--- config.mk ---
export PLATFORM = sky130hd
export DESIGN_NAME = tcc_channel
export DESIGN_NICKNAME = d
export VERILOG_FILES = /design/src/core/tcc_input_filter.v /design/src/core/tcc_prescaler.v /design/src/core/tcc_channel.v
export VERILOG_INCLUDE_DIRS = /design/src /design/src/shared
export SDC_FILE = /design/constraint.sdc
export NUM_CORES = 1
export LEC_CHECK = 0
export ABC_AREA = 1
export BUFFER_PORTS_ARGS = -buffer_cell sky130_fd_sc_hd__buf_2
export CAP_MARGIN = 5
export CORE_MARGIN = 8
export CORE_UTILIZATION = 50
export DETAILED_ROUTE_END_ITERATION = 8
export GPL_ROUTABILITY_DRIVEN = 0
export PLACE_DENSITY = 0.85
export SYNTH_ARGS = -nofsm -noshare
export SYNTH_HDL_FRONTEND = slang
export SYNTH_HIERARCHICAL = 1
export SYNTH_SLANG_ARGS = --single-unit
--- constraint.sdc ---
create_clock -name clk_sys -period 3.39 [get_ports clk_sys]
set_input_delay 0.1695 -clock clk_sys [delete_from_list [all_inputs] [get_ports clk_sys]]
set_output_delay 0.1695 -clock clk_sys [all_outputs]
set_load 0.05 [all_outputs]
--- src/shared/tcc_defs.vh ---
`ifndef TCC_DEFS_VH
`define TCC_DEFS_VH

// Channel direction select codes
`define TCC_DIR_OUTPUT      2'b00
`define TCC_DIR_OWN_INPUT   2'b01
`define TCC_DIR_NEIGHBOUR   2'b10
`define TCC_DIR_TRIGGER     2'b11

// Capture prescale settings
`define TCC_PSC_BYPASS      2'b00
`define TCC_PSC_DIV2        2'b01
`define TCC_PSC_DIV4        2'b10
`define TCC_PSC_DIV8        2'b11

// Reset values
`define TCC_RST_VALUE       16'h0000
`define TCC_RST_BYTE        8'h00

// Filter counter width and the documented eight-sample setting
`define TCC_FILT_CODE_8     4'h3
`define TCC_FILT_CNT_W      5

`endif

--- src/core/tcc_input_filter.v ---
`timescale 1ns/1ps
`default_nettype none
`include "tcc_defs.vh"

module tcc_input_filter (
   input  wire       clk_sys,
   input  wire       rst,
   input  wire       timer_input,
   input  wire [3:0] input_filter_setting,
   output reg        filtered_input
);

   // ----------------------------------------------------------------
   // Resynchroniser
   // ----------------------------------------------------------------
   reg sync_a;
   reg sync_b;

   always @(posedge clk_sys) begin
      if (rst) begin
         sync_a <= 1'b0;
         sync_b <= 1'b0;
      end else begin
         sync_a <= timer_input;
         sync_b <= sync_a;
      end
   end

   // ----------------------------------------------------------------
   // Sample count per setting
   // ----------------------------------------------------------------
   function [4:0] tcc_filt_len;
      input [3:0] code;
      begin
         case (code)
            4'h0:    tcc_filt_len = 5'd1;
            4'h1:    tcc_filt_len = 5'd2;
            4'h2:    tcc_filt_len = 5'd4;
            4'h3:    tcc_filt_len = 5'd8;
            4'h4:    tcc_filt_len = 5'd12;
            4'h5:    tcc_filt_len = 5'd16;
            default: tcc_filt_len = 5'd24;
         endcase
      end
   endfunction

   reg  [`TCC_FILT_CNT_W-1:0] same_count;
   wire [4:0]                 need = tcc_filt_len(input_filter_setting);

   // A level differing from the output must stay for need samples
   always @(posedge clk_sys) begin
      if (rst) begin
         same_count     <= 5'd0;
         filtered_input <= 1'b0;
      end else if (sync_b == filtered_input) begin
         same_count <= 5'd0;
      end else if (same_count + 5'd1 >= need) begin
         filtered_input <= sync_b;
         same_count     <= 5'd0;
      end else begin
         same_count <= same_count + 5'd1;
      end
   end

endmodule // tcc_input_filter
`default_nettype wire

--- src/core/tcc_prescaler.v ---
`timescale 1ns/1ps
`default_nettype none
`include "tcc_defs.vh"

module tcc_prescaler (
   input  wire       clk_sys,
   input  wire       rst,
   input  wire       enable,
   input  wire       edge_in,
   input  wire [1:0] capture_prescale_setting,
   output wire       prescaled_capture_signal
);

   reg [2:0] edge_count;
   reg [2:0] limit;

   always @* begin
      case (capture_prescale_setting)
         `TCC_PSC_DIV2: limit = 3'd1;
         `TCC_PSC_DIV4: limit = 3'd3;
         `TCC_PSC_DIV8: limit = 3'd7;
         default:       limit = 3'd0;
      endcase
   end

   // Bypass yields every valid edge
   assign prescaled_capture_signal = edge_in && (edge_count == limit);

   // Counter restarts while disabled so the ratio starts clean
   always @(posedge clk_sys) begin
      if (rst || !enable) begin
         edge_count <= 3'd0;
      end else if (edge_in) begin
         edge_count <= (edge_count == limit) ? 3'd0 : edge_count + 3'd1;
      end
   end

endmodule // tcc_prescaler
`default_nettype wire

--- src/core/tcc_channel.v ---
`timescale 1ns/1ps
`default_nettype none
`include "tcc_defs.vh"

module tcc_channel (
   input  wire        clk_sys,
   input  wire        rst,
   input  wire        timer_input,
   input  wire        neighbour_edge,
   input  wire        trigger_edge,
   input  wire [15:0] counter_value,
   input  wire        update_event,
   input  wire [1:0]  channel_direction_select,
   input  wire        channel_edge_polarity,
   input  wire        channel_capture_enable,
   input  wire [3:0]  input_filter_setting,
   input  wire [1:0]  capture_prescale_setting,
   input  wire        compare_preload_enable,
   input  wire        capture_interrupt_enable,
   input  wire        capture_generate_bit,
   input  wire        write_high,
   input  wire        write_low,
   input  wire [7:0]  write_data,
   input  wire        read_high,
   input  wire        read_low,
   input  wire        clear_capture_flag,
   input  wire        clear_overcapture_flag,
   output reg  [7:0]  read_data,
   output wire        edge_selected_input,
   output wire        rising_selected,
   output wire        falling_selected,
   output reg         capture_flag,
   output reg         overcapture_flag,
   output wire        capture_irq,
   output reg         compare_match,
   output wire        input_mode,
   output reg  [15:0] capture_value_register
);

   // ----------------------------------------------------------------
   // Input stage
   // ----------------------------------------------------------------
   wire filtered_input;
   reg  filtered_d;

   tcc_input_filter u_filter (
      .clk_sys              (clk_sys),
      .rst                  (rst),
      .timer_input          (timer_input),
      .input_filter_setting (input_filter_setting),
      .filtered_input       (filtered_input)
   );

   always @(posedge clk_sys) begin
      if (rst) begin
         filtered_d <= 1'b0;
      end else begin
         filtered_d <= filtered_input;
      end
   end

   assign rising_selected  = filtered_input && !filtered_d;
   assign falling_selected = !filtered_input && filtered_d;

   // Same edge goes to the trigger controller and to capture
   assign edge_selected_input = channel_edge_polarity ? falling_selected
                                                      : rising_selected;

   // Neighbour path lets two channels share one pin for PWM input
   reg raw_capture_edge;

   always @* begin
      case (channel_direction_select)
         `TCC_DIR_OWN_INPUT: raw_capture_edge = edge_selected_input;
         `TCC_DIR_NEIGHBOUR: raw_capture_edge = neighbour_edge;
         `TCC_DIR_TRIGGER:   raw_capture_edge = trigger_edge;
         default:            raw_capture_edge = 1'b0;
      endcase
   end

   assign input_mode = (channel_direction_select != `TCC_DIR_OUTPUT);

   wire prescaled_capture_signal;

   tcc_prescaler u_prescaler (
      .clk_sys                  (clk_sys),
      .rst                      (rst),
      .enable                   (input_mode && channel_capture_enable),
      .edge_in                  (raw_capture_edge),
      .capture_prescale_setting (capture_prescale_setting),
      .prescaled_capture_signal (prescaled_capture_signal)
   );

   // ----------------------------------------------------------------
   // Capture event
   // ----------------------------------------------------------------
   // Generate bit captures in input mode even with no edge, as software expects; in output mode it only sets the flag
   wire hw_capture = input_mode && channel_capture_enable
                     && prescaled_capture_signal;
   wire sw_capture = capture_generate_bit;
   wire capture    = hw_capture || (sw_capture && input_mode);
   wire event_hit  = capture || (sw_capture && !input_mode);

   // ----------------------------------------------------------------
   // Preload / shadow pair
   // ----------------------------------------------------------------
   reg  [15:0] shadow;
   reg  [7:0]  high_pending;
   reg         write_in_progress;
   reg         read_in_progress;
   reg         capture_pending;

   // Writes ignored in input mode: register is read-only there
   wire sw_write_high = write_high && !input_mode;
   wire sw_write_low  = write_low  && !input_mode;

   always @(posedge clk_sys) begin
      if (rst) begin
         shadow                 <= `TCC_RST_VALUE;
         capture_value_register <= `TCC_RST_VALUE;
         high_pending           <= `TCC_RST_BYTE;
         write_in_progress      <= 1'b0;
         read_in_progress       <= 1'b0;
         capture_pending        <= 1'b0;
      end else if (input_mode) begin
         write_in_progress <= 1'b0;
         if (capture) begin
            shadow <= counter_value;
         end
         if (read_high) begin
            read_in_progress <= 1'b1;
         end else if (read_low) begin
            read_in_progress <= 1'b0;
         end
         // Preload follows shadow unless frozen; a late capture is kept
         if (read_in_progress || read_high) begin
            if (capture) begin
               capture_pending <= 1'b1;
            end
         end else if (capture) begin
            // A fresh capture supersedes one held over from the freeze
            capture_value_register <= counter_value;
            capture_pending        <= 1'b0;
         end else if (capture_pending) begin
            capture_value_register <= shadow;
            capture_pending        <= 1'b0;
         end
      end else begin
         read_in_progress <= 1'b0;
         capture_pending  <= 1'b0;
         // Software always lands in preload, never shadow
         if (sw_write_high) begin
            capture_value_register[15:8] <= write_data;
            high_pending                 <= write_data;
            write_in_progress            <= 1'b1;
         end else if (sw_write_low) begin
            capture_value_register[7:0] <= write_data;
            write_in_progress           <= 1'b0;
         end
         // Transfer blocked between the two byte writes
         if (!write_in_progress && !sw_write_high) begin
            if (!compare_preload_enable || update_event) begin
               shadow <= capture_value_register;
            end
         end
      end
   end

   // ----------------------------------------------------------------
   // Read port
   // ----------------------------------------------------------------
   // Outside a sequence the preload tracks captures, so a lone low
   // read returns whatever is there at the time of the read
   always @(posedge clk_sys) begin
      if (rst) begin
         read_data <= `TCC_RST_BYTE;
      end else if (read_high) begin
         read_data <= capture_value_register[15:8];
      end else if (read_low) begin
         read_data <= capture_value_register[7:0];
      end
   end

   // ----------------------------------------------------------------
   // Compare against shadow
   // ----------------------------------------------------------------
   always @(posedge clk_sys) begin
      if (rst) begin
         compare_match <= 1'b0;
      end else begin
         compare_match <= !input_mode && (counter_value == shadow);
      end
   end

   // ----------------------------------------------------------------
   // Flags
   // ----------------------------------------------------------------
   wire low_read_clear = read_low && input_mode;

   // Set wins over a clear in the same cycle
   always @(posedge clk_sys) begin
      if (rst) begin
         capture_flag     <= 1'b0;
         overcapture_flag <= 1'b0;
      end else begin
         if (event_hit) begin
            capture_flag <= 1'b1;
         end else if (clear_capture_flag || low_read_clear) begin
            capture_flag <= 1'b0;
         end
         if (capture && capture_flag) begin
            overcapture_flag <= 1'b1;
         end else if (clear_overcapture_flag) begin
            overcapture_flag <= 1'b0;
         end
      end
   end

   assign capture_irq = capture_flag && capture_interrupt_enable;

endmodule // tcc_channel
`default_nettype wire

==> summary.txt <==
Clock network
  – Resize count post-CTS: 0
  – Clk root buf: clkbuf_8
  – H-Tree Depth: 3
  – CTS Hold Buffers Added: 0
  – CTS tree: yes
  – Clk Latency, worst-skew pair: 0.34 ns
  – Clock-pin transition on the worst setup and hold timing paths: 0.06 ns
  – Postcts setup bufs: 0
  – CTS Buffer Depth: 2
  – Clock sink count: between 50 and 60
  – CTS buffer count: 9

Global route
  – Largest net degree at the start of global routing: between 40 and 50
  – First-pass GRT wire length: approximately 17000 um
  – Antenna violations before repair: 0
  – Vias in the first global route: roughly 3800
  – Grt ovf: 0
  – All-layer global routing usage: between 20% and 30%

Placed design
  – Dpl cells: 723
  – Buffers on Ports: 80
  – DP Area: 0.003994 mm2
  – Dpl ws: about 0.41 ns
  – Detailed Place HPWL: ~7500 um

STA
  – Setup violations, final: 0
  – Fin Hold WS: 0.04413 ns
  – Post-route setup TNS: 0 ns
  – Final hold vios: 0
  – Slew at the pin with the worst max-slew slack: around 0.66 ns
  – Final min period: 3.004 ns
  – Clock skew: around 0.0074 ns
  – Slew Viols, Final: 0
  – Tcrit/Tclk final: around 89%
  – Max_slew headroom: 55.85%
  – RSZ-0062 raised after global routing: false
  – Setup ws final: approximately 0.39 ns
  – Highest clock rate: between 300 and 400 MHz

Status
  – Outcome: completed

Run
  – Max-Cap Viols: 0

Worst setup path
  – Number of buffers and inverters on the critical path: 3
  – Max stage delay cell, worst path: dfxtp_1
  – Setup crit end kind: register
  – Worst EP required: approximately 3.6 ns
  – CP max stage delay: roughly 0.4 ns
  – Startpoint Class: register
  – Worst Path Arrival: 3.24 ns
  – Crit path cell chain: inv_1, nor2_1, mux2_2, nand3_1, o21ai_0, nand3_1, nor2_1, nand2_1, inv_1, nand3_2, nand3_1, nand2_2, inv_2, nand2_1, nand2_1, nor2_1
  – Crit-path max FO: 26
  – Crit-path leading delay family: simple AND/OR/NAND/NOR gates
  – Crit Path Class: reg2reg

Route
  – DR pass1 iterations: 5
  – Via count: approximately 3800
  – Mean routed wirelength per cell: 13.96 um
  – Remaining DRCs: 0
  – Via density: slightly above 5
  – Routed WL: between 10000 and 15000 um
  – Antenna Nets Post-Route: 0
  – Iter 0 DRT Violations: ~290

Yosys
  – Area leader, netlist: dfxtp_1
  – Area share of the leading cell type in the synthesized netlist: 32.64%
  – Syn nets: about 620
  – Post-Syn Instances: between 500 and 600
  – Post-synthesis cell area: about 0.0036 mm2
  – Synth cell types: 36
  – Yosys reg bits: 58
  – Syn avg cell area: about 6.3 um2
  – Most area-consuming cells after synthesis: dfxtp_1, nand2_1, nor2_1
  – Register area share after synthesis: 32.64%
  – Yosys warnings: 6

Finish
  – Nets@finish: ~690
  – Fill cells: 653
  – Core Util, Final: 61.45%
  – Most common cell after layout, fill and taps aside: nand2_1
  – Share of cells above drive strength 1: 20.09%
  – Most frequent cells in the layout: nand2_1, nor2_1, inv_1
  – Cell area after layout: around 0.0042 mm2
  – Non-filler cells, final: between 700 and 800
  – Ant diodes: 0
  – Area grow syn2layout: 18.01%

Pwr
  – Max VDD drop: between 0.0002 and 0.00025 V
  – Leak Pwr: 2.293 nW
  – Pint: approximately 1.3 mW
  – Switch Pwr: ~0.64 mW
  – Switching power share of the total: between 30% and 40%
  – Sequential share of power: about 40%
  – Power Total: approximately 1.9 mW
  – Clock share of power: 34.6%
  – Combinational share of power: between 20 and 30%
  – Power per cell area: around 460 mW/mm2

Die
  – Num rows: 30
  – Area of the core: between 0.006 and 0.007 mm2
  – I/O Pins: ~80
  – Chip height: approximately 100 um
  – Die area: 0.01007 mm2
  – DIE WIDTH: around 100 um
  – Starting density of the core: between 50% and 60%

Hold path
  – Hold WC Path Type: in2reg
==> metal layers <==
layer / global-route usage [%] / vias to the layer above / part of all wire [%]
met3: 6.090 / 32 / 7.9
met1: 22.47 / 1725 / 40
li1: - / 1906 / -
met4: 9.535 / 0 / 2.7
met2: 36.87 / 154 / 49
met5: 0 / - / 0
==> cell families (layout without fill, tap and decap cells) <==
logic type / Yosys count / count (layout) / synth area share (%)
flops: 58 / 58 / 32.64
compound gates: 54 / 54 / 9.075
xor+xnor: 10 / 10 / 2.462
fa+ha+maj: 7 / 7 / 2.462
buf+inv: 108 / 187 / 12.49
mux: 2 / 2 / 0.5979
simple gates: 324 / 324 / 40.27
==> worst register-to-register path, stage by stage, from the launching register on <==
cell     delay (ns)
dfxtp_1        0.40
inv_1          0.08
nor2_1         0.12
mux2_2         0.17
nand3_1        0.05
o21ai_0        0.25
nand3_1        0.17
nor2_1         0.14
nand2_1        0.10
inv_1          0.08
nand3_2        0.40
nand3_1        0.23
nand2_2        0.12
inv_2          0.35
nand2_1        0.11
nand2_1        0.09
nor2_1         0.04
==> power groups by stage <==
| stage | combinational, mW | sequential, mW | clock [mW] |
|---|---|---|---|
| detailed placement | 0.474 | 0.783 | 0 |
| CTS | 0.480 | 0.769 | 0.665 |
| global route | 0.534 | 0.774 | 0.698 |
| finish | 0.483 | 0.770 | 0.664 |
| floorplan | 0.271 | 0.860 | 0 |
| global placement | 0.463 | 0.781 | 0 |
==> synth_stat cells <==
cell,count
a21boi_2,2
a21oi_1,19
a21oi_2,2
a22oi_1,2
buf_2,7
buf_4,4
buf_6,2
clkbuf_1,5
clkinv_1,1
dfxtp_1,58
ha_1,7
inv_1,85
inv_2,4
mux2_2,1
mux2i_1,1
nand2_1,132
nand2_2,7
nand2_4,5
nand3_1,55
nand3_2,1
nand3_4,1
nand3b_1,4
nand4_1,4
nor2_1,99
nor2_2,6
nor2_4,2
nor3_1,4
nor3b_1,2
o21ai_0,15
o21ai_1,2
o221ai_1,5
o22ai_1,7
or2_1,1
or2_2,1
xnor2_1,1
xor2_1,9
==> state kept, by name, summed over array words and instances (netlist names) <==
register                 count
overcapture_flag             1
u_prescaler/edge_count       3
read_data                    8
capture_flag                 1
u_filter/filtered_input      1
capture_pending              1
u_filter/sync_a              1
read_in_progress             1
filtered_d                   1
write_in_progress            1
compare_match                1
shadow                      16
u_filter/same_count          5
capture_value_register      16
u_filter/sync_b              1
==> area by class of cell <==
class | instances | area [um2] | share of cell area [%]
well taps | 96 | 120.1 | 2.861
inverters | 90 | 337.8 | 8.048
clock buffers | 13 | 168.9 | 4.024
multi-input cells | 397 | 1959 | 46.68
repair buffers | 82 | 415.4 | 9.896
flip-flops and latches | 58 | 1161 | 27.66
clock inverters | 2 | 35.03 | 0.8346
==> final timing paths <==
check | slack (ns) | from | end | cells after the start
max | 0.39 | u_filter/filtered_input | shadow[5] | 16
min | 0.04 | timer_input | u_filter/sync_a | 3
max reg2reg | 0.39 | u_filter/filtered_input | shadow[5] | 16
min reg2reg | 0.41 | u_filter/sync_a | u_filter/sync_b | 2
No activity file was read; power rests on OpenSTA's default activity.
